--- src/rtl/psv_pkg.sv ---
// constants for the power state and voltage slew controller
// assumes one 200 MHz clock and synchronous command strobes from the link decoders
//
// How it works
// - sixteen fast slew rates from 10 to 95 mV/us are picked by a four-bit setting.
// - a second setting divides the fast rate by 2, 4, 8 or 16.
// - an upward ramp with load line positioning adds a correction built from capacitance and bandwidth terms.
// - states are full power, light load, active and passive discontinuous, and near off.
// - states change on a bus command, a serial ID command, a serial clock toggle, a current limit, or by themselves in auto mode.
// - only a serial ID command can enter the near off state.
// - an efficiency hint write is acknowledged and its payload stored.
// - the stored hints never reach the regulation outputs.
// - light load is entered only by command, never autonomously while phase shedding is on.
// - in command mode light load and the discontinuous states return to full power on command, voltage change or current limit.
// - in auto mode discontinuous states fall back to full power on high frequency, voltage change or current limit.
// - near off exits on a serial clock toggle in single rail mode or a set voltage command in multi rail mode.
// - entering near off acknowledges, ramps or decays the output to zero, and tristates all phases.
// - auto mode enters a discontinuous state when single phase current drops below a threshold.
package psv_pkg;
  typedef enum logic [2:0] {
    PSV_FULL, PSV_LIGHT, PSV_ACTIVE_DISC, PSV_PASSIVE_DISC, PSV_NEAR_OFF
  } psv_state_t;
  localparam logic [2:0]  PSV_CODE_FULL    = 3'h0;
  localparam logic [2:0]  PSV_CODE_LIGHT   = 3'h1;
  localparam logic [2:0]  PSV_CODE_ACTIVE  = 3'h2;
  localparam logic [2:0]  PSV_CODE_PASSIVE = 3'h3;
  localparam logic [2:0]  PSV_CODE_OFF     = 3'h4;
  localparam int          PSV_VW           = 16;     // target in 0.0625 mV units
  localparam int          PSV_CLK_MHZ      = 200;
  localparam int          PSV_TICK_NS      = 1000;   // rate step period 1 us
  localparam int          PSV_TICK_CYC     = PSV_TICK_NS * PSV_CLK_MHZ / 1000;
  localparam logic [15:0] PSV_ZERO_V       = 16'h0000;
  localparam logic [15:0] PSV_DECAY_STEP   = 16'h0010; // natural decay per us
  localparam logic [7:0]  PSV_HINT_RESET   = 8'h00;
  localparam logic [15:0] PSV_COMP_RESET   = 16'h0000;
endpackage : psv_pkg

--- src/rtl/psv_slew.sv ---
// voltage target stepper driven by a 1 us tick
// assumes the rate codes are held stable by configuration
`timescale 1ns/100ps
module psv_slew
  import psv_pkg::*;
(
  // clock and reset
  input  wire logic                clk,
  input  wire logic                rst_n,
  // control
  input  wire logic                tick,
  input  wire logic [3:0]          fast_sel,
  input  wire logic [1:0]          slow_sel,
  input  wire logic                slow_en,
  input  wire logic [PSV_VW-1:0]   setpoint,
  // state
  output logic      [PSV_VW-1:0]   target,
  output logic                     moving,
  output logic                     rising
);
  logic [PSV_VW-1:0] fast_rate;
  logic [PSV_VW-1:0] rate;
  logic [PSV_VW-1:0] next_target;

  // fast rate table in 1/16 mV per us
  always_comb begin
    case (fast_sel)
      4'h0: fast_rate = 16'h00A0;
      4'h1: fast_rate = 16'h00F0;
      4'h2: fast_rate = 16'h0140;
      4'h3: fast_rate = 16'h0190;
      4'h4: fast_rate = 16'h01E0;
      4'h5: fast_rate = 16'h0230;
      4'h6: fast_rate = 16'h0280;
      4'h7: fast_rate = 16'h02D0;
      4'h8: fast_rate = 16'h0320;
      4'h9: fast_rate = 16'h0370;
      4'hA: fast_rate = 16'h03C0;
      4'hB: fast_rate = 16'h0410;
      4'hC: fast_rate = 16'h0460;
      4'hD: fast_rate = 16'h0500;
      4'hE: fast_rate = 16'h0550;
      default: fast_rate = 16'h05F0;
    endcase
  end

  // divide by 2, 4, 8 or 16
  always_comb begin
    rate = slow_en ? (fast_rate >> (slow_sel + 2'h1) ) : fast_rate;
    if (slow_en && slow_sel == 2'h3) begin
      rate = fast_rate >> 4;
    end
  end

  always_comb begin
    next_target = target;
    if (setpoint > target) begin
      next_target = (setpoint - target > rate) ? PSV_VW'(target + rate) : setpoint;
    end else if (setpoint < target) begin
      next_target = (target - setpoint > rate) ? PSV_VW'(target - rate) : setpoint;
    end
  end

  always_ff @(posedge clk or negedge rst_n) begin
    if (!rst_n) begin
      target <= '0;
      moving <= 1'b0;
      rising <= 1'b0;
    end else begin
      moving <= (setpoint != target);
      rising <= (setpoint > target);
      if (tick) begin
        target <= next_target;
      end
    end
  end

  a_slew_no_overshoot: assert property (@(posedge clk) disable iff (!rst_n)
    (tick && setpoint >= target) |=> (target <= $past(setpoint)))
    else $error("slew target passed setpoint");
endmodule : psv_slew

--- src/rtl/psv_ctrl.sv ---
// power state sequencer with slew and ramp correction
// assumes command strobes are one-cycle pulses decoded upstream, synchronous to CLOCK
`timescale 1ns/100ps
module psv_ctrl
  import psv_pkg::*;
(
  // clock and reset
  input  wire logic              CLOCK,
  input  wire logic              RST_N,
  // configuration
  input  wire logic [3:0]        FAST_RATE_SEL,
  input  wire logic [1:0]        SLOW_RATE_SEL,
  input  wire logic              SLOW_RATE_EN,
  input  wire logic              AUTO_MODE,
  input  wire logic              PHASE_SHED_EN,
  input  wire logic              MULTI_RAIL,
  input  wire logic              DEEP_STATE_RAMP_SELECT,
  input  wire logic              LOAD_LINE_POSITIONING,
  input  wire logic [7:0]        OUT_CAP_TERM,
  input  wire logic [7:0]        POS_BANDWIDTH_TERM,
  input  wire logic [7:0]        DISCONTINUOUS_ENTRY_CURRENT,
  input  wire logic              AUTO_PASSIVE,
  // regulator conditions
  input  wire logic [7:0]        PHASE_CURRENT,
  input  wire logic              FSW_ABOVE_DESIRED,
  input  wire logic              CURRENT_LIMIT,
  // serial voltage id commands
  input  wire logic              SV_STATE_CMD,
  input  wire logic [2:0]        SV_STATE,
  input  wire logic              SV_SETVID_CMD,
  input  wire logic [15:0]       SV_SETVID,
  input  wire logic              SV_HINT_CMD,
  input  wire logic [7:0]        SV_HINT_DATA,
  input  wire logic              SV_CLOCK_LEVEL,
  // system bus commands
  input  wire logic              BUS_STATE_CMD,
  input  wire logic [2:0]        BUS_STATE,
  // outputs
  output logic      [2:0]        POWER_STATE,
  output logic                   SV_ACK,
  output logic      [15:0]       VOLTAGE_TARGET,
  output logic      [15:0]       RAMP_CORRECTION,
  output logic                   PWM_TRISTATE,
  output logic      [7:0]        EFFICIENCY_HINT_REGISTERS,
  output logic                   DVID_ACTIVE
);
  psv_state_t        state;
  psv_state_t        next_state;
  logic [15:0]       setpoint;
  logic [15:0]       slew_set;
  logic [15:0]       slew_target;
  logic              slew_moving;
  logic              slew_rising;
  logic [15:0]       tick_cnt;
  logic              tick;
  logic              clk_seen;
  logic [15:0]       decay_v;
  logic [15:0]       next_corr;
  logic              dvid_start;

  // 1 us enable pulse for the slew stepper
  always_ff @(posedge CLOCK or negedge RST_N) begin
    if (!RST_N) begin
      tick_cnt <= '0;
      tick     <= 1'b0;
    end else begin
      tick     <= (tick_cnt == 16'(PSV_TICK_CYC - 1));
      tick_cnt <= (tick_cnt == 16'(PSV_TICK_CYC - 1)) ? '0 : 16'(tick_cnt + 16'h0001);
    end
  end

  // previous serial clock level for toggle detection
  always_ff @(posedge CLOCK or negedge RST_N) begin
    if (!RST_N) begin
      clk_seen <= 1'b0;
    end else begin
      clk_seen <= SV_CLOCK_LEVEL;
    end
  end

  assign dvid_start = SV_SETVID_CMD && (SV_SETVID != setpoint);

  // state sequencer
  always_comb begin
    next_state = state;
    case (state)
      PSV_FULL: begin
        // autonomous discontinuous entry on low current
        if (AUTO_MODE && !slew_moving && PHASE_CURRENT < DISCONTINUOUS_ENTRY_CURRENT) begin
          next_state = AUTO_PASSIVE ? PSV_PASSIVE_DISC : PSV_ACTIVE_DISC;
        end
      end
      PSV_LIGHT: begin
        // return to full power on change or limit
        if (!AUTO_MODE && (dvid_start || CURRENT_LIMIT)) begin
          next_state = PSV_FULL;
        end
      end
      PSV_ACTIVE_DISC, PSV_PASSIVE_DISC: begin
        if (!AUTO_MODE && (dvid_start || CURRENT_LIMIT)) begin
          next_state = PSV_FULL;
        end
        if (AUTO_MODE && (FSW_ABOVE_DESIRED || dvid_start || CURRENT_LIMIT)) begin
          next_state = PSV_FULL;
        end
      end
      PSV_NEAR_OFF: begin
        // wake by clock toggle or set voltage
        if ((!MULTI_RAIL && SV_CLOCK_LEVEL != clk_seen) || (MULTI_RAIL && SV_SETVID_CMD)) begin
          next_state = PSV_FULL;
        end
      end
      default: next_state = PSV_FULL;
    endcase
    // commands from either port, serial wins
    if (state != PSV_NEAR_OFF && (SV_STATE_CMD || BUS_STATE_CMD)) begin
      case (SV_STATE_CMD ? SV_STATE : BUS_STATE)
        PSV_CODE_FULL:    next_state = PSV_FULL;
        PSV_CODE_LIGHT:   next_state = PSV_LIGHT;
        PSV_CODE_ACTIVE:  next_state = PSV_ACTIVE_DISC;
        PSV_CODE_PASSIVE: next_state = PSV_PASSIVE_DISC;
        // near off from serial id only
        PSV_CODE_OFF:     next_state = SV_STATE_CMD ? PSV_NEAR_OFF : next_state;
        default:          next_state = next_state;
      endcase
    end
  end

  always_ff @(posedge CLOCK or negedge RST_N) begin
    if (!RST_N) begin
      state <= PSV_FULL;
    end else begin
      state <= next_state;
    end
  end

  always_ff @(posedge CLOCK or negedge RST_N) begin
    if (!RST_N) begin
      POWER_STATE  <= PSV_CODE_FULL;
      PWM_TRISTATE <= 1'b0;
    end else begin
      case (next_state)
        PSV_FULL:         POWER_STATE <= PSV_CODE_FULL;
        PSV_LIGHT:        POWER_STATE <= PSV_CODE_LIGHT;
        PSV_ACTIVE_DISC:  POWER_STATE <= PSV_CODE_ACTIVE;
        PSV_PASSIVE_DISC: POWER_STATE <= PSV_CODE_PASSIVE;
        default:          POWER_STATE <= PSV_CODE_OFF;
      endcase
      // all phases tristated in near off
      PWM_TRISTATE <= (next_state == PSV_NEAR_OFF);
    end
  end

  // acknowledge state, voltage and hint commands
  always_ff @(posedge CLOCK or negedge RST_N) begin
    if (!RST_N) begin
      SV_ACK <= 1'b0;
    end else begin
      SV_ACK <= SV_STATE_CMD || SV_SETVID_CMD || SV_HINT_CMD;
    end
  end

  // hint payload stored only, read by nothing else
  always_ff @(posedge CLOCK or negedge RST_N) begin
    if (!RST_N) begin
      EFFICIENCY_HINT_REGISTERS <= PSV_HINT_RESET;
    end else if (SV_HINT_CMD) begin
      EFFICIENCY_HINT_REGISTERS <= SV_HINT_DATA;
    end
  end

  // setpoint latch; near off drives the target to zero
  always_ff @(posedge CLOCK or negedge RST_N) begin
    if (!RST_N) begin
      setpoint <= PSV_ZERO_V;
    end else if (SV_SETVID_CMD) begin
      setpoint <= SV_SETVID;
    end
  end

  // ramp to zero or let it decay
  assign slew_set = (state == PSV_NEAR_OFF && DEEP_STATE_RAMP_SELECT) ? PSV_ZERO_V : setpoint;

  // decay model, only used when the ramp is not selected
  always_ff @(posedge CLOCK or negedge RST_N) begin
    if (!RST_N) begin
      decay_v <= PSV_ZERO_V;
    end else if (state != PSV_NEAR_OFF) begin
      decay_v <= slew_target;
    end else if (tick) begin
      decay_v <= (decay_v > PSV_DECAY_STEP) ? 16'(decay_v - PSV_DECAY_STEP) : PSV_ZERO_V;
    end
  end

  psv_slew u_slew (
    .clk      (CLOCK),
    .rst_n    (RST_N),
    .tick     (tick),
    .fast_sel (FAST_RATE_SEL),
    .slow_sel (SLOW_RATE_SEL),
    .slow_en  (SLOW_RATE_EN),
    .setpoint (slew_set),
    .target   (slew_target),
    .moving   (slew_moving),
    .rising   (slew_rising)
  );

  // correction during an upward ramp, capacitance times bandwidth
  always_comb begin
    next_corr = PSV_COMP_RESET;
    if (LOAD_LINE_POSITIONING && slew_moving && slew_rising) begin
      next_corr = 16'(OUT_CAP_TERM * POS_BANDWIDTH_TERM);
    end
  end

  always_ff @(posedge CLOCK or negedge RST_N) begin
    if (!RST_N) begin
      VOLTAGE_TARGET  <= PSV_ZERO_V;
      RAMP_CORRECTION <= PSV_COMP_RESET;
      DVID_ACTIVE     <= 1'b0;
    end else begin
      VOLTAGE_TARGET  <= (state == PSV_NEAR_OFF && !DEEP_STATE_RAMP_SELECT) ? decay_v : slew_target;
      RAMP_CORRECTION <= next_corr;
      DVID_ACTIVE     <= slew_moving;
    end
  end

  // assertions
  a_bus_no_deep: assert property (@(posedge CLOCK) disable iff (!RST_N)
    (BUS_STATE_CMD && !SV_STATE_CMD && state != PSV_NEAR_OFF) |=> state != PSV_NEAR_OFF)
    else $error("bus command entered near off");
  a_hint_ack: assert property (@(posedge CLOCK) disable iff (!RST_N)
    SV_HINT_CMD |=> (SV_ACK && EFFICIENCY_HINT_REGISTERS == $past(SV_HINT_DATA)))
    else $error("hint write not acked or stored");
  a_no_auto_light: assert property (@(posedge CLOCK) disable iff (!RST_N)
    (state != PSV_LIGHT && !SV_STATE_CMD && !BUS_STATE_CMD) |=> state != PSV_LIGHT)
    else $error("light load entered without command");
  // auto mode with shedding on has no autonomous way out of light load
  a_light_hold: assert property (@(posedge CLOCK) disable iff (!RST_N)
    (state == PSV_LIGHT && AUTO_MODE && PHASE_SHED_EN &&
     !SV_STATE_CMD && !BUS_STATE_CMD) |=> state == PSV_LIGHT)
    else $error("light load left without command");
  a_limit_exit: assert property (@(posedge CLOCK) disable iff (!RST_N)
    (CURRENT_LIMIT && !SV_STATE_CMD && !BUS_STATE_CMD &&
     (state == PSV_ACTIVE_DISC || state == PSV_PASSIVE_DISC)) |=> state == PSV_FULL)
    else $error("current limit did not restore full power");
  a_auto_fsw_exit: assert property (@(posedge CLOCK) disable iff (!RST_N)
    (AUTO_MODE && FSW_ABOVE_DESIRED && !SV_STATE_CMD && !BUS_STATE_CMD &&
     state == PSV_ACTIVE_DISC) |=> state == PSV_FULL)
    else $error("frequency exit missed");
  a_wake_toggle: assert property (@(posedge CLOCK) disable iff (!RST_N)
    (state == PSV_NEAR_OFF && !MULTI_RAIL && SV_CLOCK_LEVEL != clk_seen) |=> state == PSV_FULL)
    else $error("clock toggle did not wake");
  a_deep_tristate: assert property (@(posedge CLOCK) disable iff (!RST_N)
    (state == PSV_NEAR_OFF) |-> PWM_TRISTATE)
    else $error("phases not tristated in near off");
  a_auto_entry: assert property (@(posedge CLOCK) disable iff (!RST_N)
    (state == PSV_FULL && AUTO_MODE && !slew_moving && !SV_STATE_CMD && !BUS_STATE_CMD &&
     PHASE_CURRENT < DISCONTINUOUS_ENTRY_CURRENT) |=> (state == PSV_ACTIVE_DISC || state == PSV_PASSIVE_DISC))
    else $error("low current did not enter discontinuous");
  a_corr_down: assert property (@(posedge CLOCK) disable iff (!RST_N)
    (!slew_rising || !LOAD_LINE_POSITIONING) |=> RAMP_CORRECTION == PSV_COMP_RESET)
    else $error("correction outside an upward ramp");
endmodule : psv_ctrl

--- config.mk ---
export PLATFORM = sky130hd
export DESIGN_NAME = psv_ctrl
export DESIGN_NICKNAME = d
export VERILOG_FILES = /design/src/rtl/psv_pkg.sv /design/src/rtl/psv_slew.sv /design/src/rtl/psv_ctrl.sv
export SDC_FILE = /design/constraint.sdc
export NUM_CORES = 1
export LEC_CHECK = 0
export CORE_MARGIN = 1.5
export CORE_UTILIZATION = 71
export CTS_CLUSTER_SIZE = 20
export DETAILED_ROUTE_END_ITERATION = 16
export DONT_BUFFER_PORTS = 1
export GPL_TIMING_DRIVEN = 0
export PLACE_DENSITY = 0.86
export SETUP_SLACK_MARGIN = 0.1
export SYNTH_ARGS = -nofsm -noshare
export SYNTH_HDL_FRONTEND = slang
export SYNTH_SLANG_ARGS = --single-unit
--- constraint.sdc ---
create_clock -name CLOCK -period 11.3 [get_ports CLOCK]
set_clock_uncertainty 0.05 [all_clocks]
set_input_delay 2.26 -clock CLOCK [delete_from_list [all_inputs] [get_ports CLOCK]]
set_output_delay 2.26 -clock CLOCK [all_outputs]
set_load 0.1 [all_outputs]
==> run_results.csv <==
group,metric,value,unit
route,ant_nets,0,
clocking,cts_root_buf,"clkbuf_16",
layout,multi_input_area,0.00775,mm2
grt,grt_pass1_wl,49500,um
route,avgRoutedWirePerCell,19.6,um
power_and_ir_drop,p_leak,5.96,nW
route,num_vias,10300,
layout,antenna_cells,0,
yosys,synth.largest_area_cell,"dfrtp_1",
hold_path,hold_class,"flip-flop to flip-flop",
sta,setup_viol,0,
floorplanning,core_area,0.0159,mm2
floorplanning,start_util,72.6,%
clocking,insertion_delay,440,ps
placed_design,gp_congestion,1.01,
layout,layout-drive-gt1-share,9.26,%
yosys,synth_top_area_share,25.4,%
power_and_ir_drop,peakVddDrop,0.131,mV
floorplanning,die_y,130,um
grt,antenna_found_initial,0,
power_and_ir_drop,power.internal,0.00107,W
sta,fmax,149,MHz
setup_path,critical_path_required,11520,ps
power_and_ir_drop,seqPwrFrac,30.6,%
setup_path,cpPeakStageDelay,570,ps
yosys,ys.warnings.count,0,
grt,grt.overflow.total,0,
yosys,async_flop_share,100,%
setup_path,cp.arrival,6930,ps
setup_path,end_kind,"flip-flop",
power_and_ir_drop,swShare,37.8,%
yosys,yosys-top-cells-area,"dfrtp_1, ha_1, fa_1, nand2_1, inv_1",
yosys,syn_inst,1318,
setup_path,path_cells,"nand2_1 -> clkbuf_1 -> nand2_1 -> ha_1 -> inv_1 -> fa_1 -> a211oi_2 -> o211ai_1 -> and2_4 -> a21o_1 -> a21oi_1 -> xnor2_1 -> ha_1 -> a21oi_1 -> nand2_1 -> o21ai_0 -> nand4_2 -> o21ai_0 -> o21a_1 -> o2111ai_1",
layout,regArea,0.00293,mm2
route,wl,30700,um
clocking,clockBufferDepth,2,
power_and_ir_drop,p_comb_share,34.6,%
setup_path,r2r_start,"state[2]",
setup_path,cp_max_fo,10,
power_and_ir_drop,p_sw,0.000648,W
route,drt_iter0_markers,1176,
layout,nNetsFinal,1586,
sta,period_needed,6700,ps
layout,syn_to_final_growth,7.97,%
layout,fillCellCount,1072,
clocking,htree_levels,4,
yosys,synth_cell_types,92,
power_and_ir_drop,clock_power_share,34.8,%
placed_design,port_buffers,0,
setup_path,critical_path_class,"input pin to flip-flop",
clocking,cts_setup_buffers,0,
yosys,yosysMostFrequentCell,"nand2_1",
setup_path,critical_path.startpoint,"DEEP_STATE_RAMP_SELECT",
yosys,yosysSeqAreaShare,25.4,%
sta,relSlewSlack,32.2,%
hold_path,min_path_cells,1,
floorplanning,rows,46,
route,via_per_inst,6.56,
power_and_ir_drop,p_total,0.00172,W
floorplanning,io_pins,130,
yosys,synth_fp_nets,1567,
setup_path,reg2regPathDepth,22,
sta,worst_pin_slew,1010,ps
floorplanning,die_w,130,um
yosys,syn_avg_cell_area,8.75,um2
grt,grt_pass1_vias,9929,
clocking,cts_tree,"built",
sta,maxSlewViolCount,0,
placed_design,dp.final_hpwl,23100,um
clocking,clkSinkCount,117,
yosys,netlist_area,0.0115,mm2
power_and_ir_drop,powerDensity,138,mW/mm2
yosys,synth_edf_count,0,
sta,finalHoldViolCount,0,
yosys,synthTopCellsByCount,"nand2_1, inv_1, ha_1, dfrtp_1",
hold_path,hp-start,"tick_cnt[15]",
setup_path,crit_path_top_delay_cell,"o21ai_0",
floorplanning,die_area,0.0170,mm2
sta,rsz0062_at_grt,"false",
grt,grt_max_degree,118,
yosys,synthFlopType,"dfrtp_1",
clocking,numCtsBuffers,17,
setup_path,path_depth,20,
clocking,path_clk_slew,60,ps
job,drv_cap,0,
setup_path,crit_buf_inv,2,
route,drc,0,
sta,fin_tns_setup,0,ps
status,status,"complete, no violations",
setup_path,crit_top_cell,"nand2_1",
yosys,ys_ff_latch,117,
clocking,post_cts_resized,0,
route,first_pass_iters,7,
setup_path,critPathLaunchType,"input pin",
grt,grt_usage,37.1,%
layout,stdcell_count,1566,
setup_path,cp_top_family,"compound AO/OA/AOI/OAI gates",
clocking,hold_buffers,0,
sta,post-route-period-util,59.3,%
placed_design,placedCellCount,1534,
## power groups by stage
stage                     sequential, W  combinational (W)  clock, W
final                          0.000525           0.000594  0.000598
after global routing           0.000527           0.000667  0.000614
after global placement         0.000531           0.000555         0
after detailed placement       0.000532           0.000576         0
after CTS                      0.000525           0.000586  0.000596
after floorplan                0.000528           0.000462         0
## registers in the layout (all words and copies together) (netlist names)
signal	cells
state	3
PWM_TRISTATE	1
POWER_STATE	3
EFFICIENCY_HINT_REGISTERS	8
SV_ACK	1
DVID_ACTIVE	1
u_slew.target	16
VOLTAGE_TARGET	16
clk_seen	1
u_slew.moving	1
tick_cnt	16
tick	1
setpoint	16
decay_v	16
u_slew.rising	1
RAMP_CORRECTION	16
## metrics by stage
stage	hold WS, ps	util (%)	worst slack [ps]	area, um2
finish	417	78.4	4600	12500
detailed placement	408	74.3	4220	11800
global placement	409	74.3	4390	11800
CTS	419	78.4	4610	12500
floorplan	338	-	4820	11500
global route	437	78.4	4290	12500
## placed cells by master (no fill, tap or decap), types with 11 or more instances in the layout
| cell | synthesis | final |
|---|---|---|
| nor3_1 | 32 | 32 |
| ha_1 | 125 | 125 |
| mux2i_1 | 16 | 16 |
| a21o_1 | 30 | 30 |
| nand4_1 | 16 | 16 |
| o21ai_0 | 83 | 83 |
| o21a_1 | 15 | 15 |
| a21oi_1 | 70 | 70 |
| fa_1 | 40 | 40 |
| dfrtp_1 | 117 | 117 |
| nor2_1 | 83 | 83 |
| nand2_1 | 133 | 133 |
| clkbuf_1 | 28 | 28 |
| nand3_1 | 22 | 22 |
| o22ai_1 | 15 | 15 |
| clkbuf_16 | 0 | 17 |
| mux2_2 | 26 | 26 |
| buf_6 | 11 | 11 |
| xor2_1 | 35 | 35 |
| xnor2_1 | 38 | 38 |
| and3_1 | 12 | 12 |
| inv_1 | 131 | 131 |
| and2_1 | 34 | 34 |
## cells by family after synthesis
logic type / after synthesis / synth area share (%)
AND/OR/NAND/NOR: 404 / 17.5
XOR/XNOR: 73 / 5.54
multiplexers: 45 / 4.28
AO/OA/AOI/OAI: 331 / 19.4
buffers and inverters: 183 / 7.46
adder cells (fa/ha/maj): 165 / 20.5
flip-flops: 117 / 25.4
## cell type report
class / count / area share (%)
tap: 216 / 2.17
multi-input combinational: 1018 / 62.2
inverter: 133 / 4.03
buffer: 50 / 2.88
clock buffer: 19 / 3.64
clock inverter: 13 / 1.58
sequential: 117 / 23.5
## layer usage
layer	up-vias	wire length [um]	GRT usage, %
met5	-	0	0
met4	0	1310	16.2
met3	137	2920	9.45
met2	596	14000	58.7
met1	4883	12500	48.3
li1	4661	-	-
## final timing paths
check,endpoint,slack (ps)
min in group asynchronous,setpoint[11],1460
worst min register to register,tick_cnt[15],420
worst max-delay path,u_slew.target[15],4600
worst max register to register,u_slew.target[15],5130
max in group asynchronous,tick,9550
worst min-delay path,tick_cnt[15],420
Note: power is estimated with default switching activity, not from simulation.
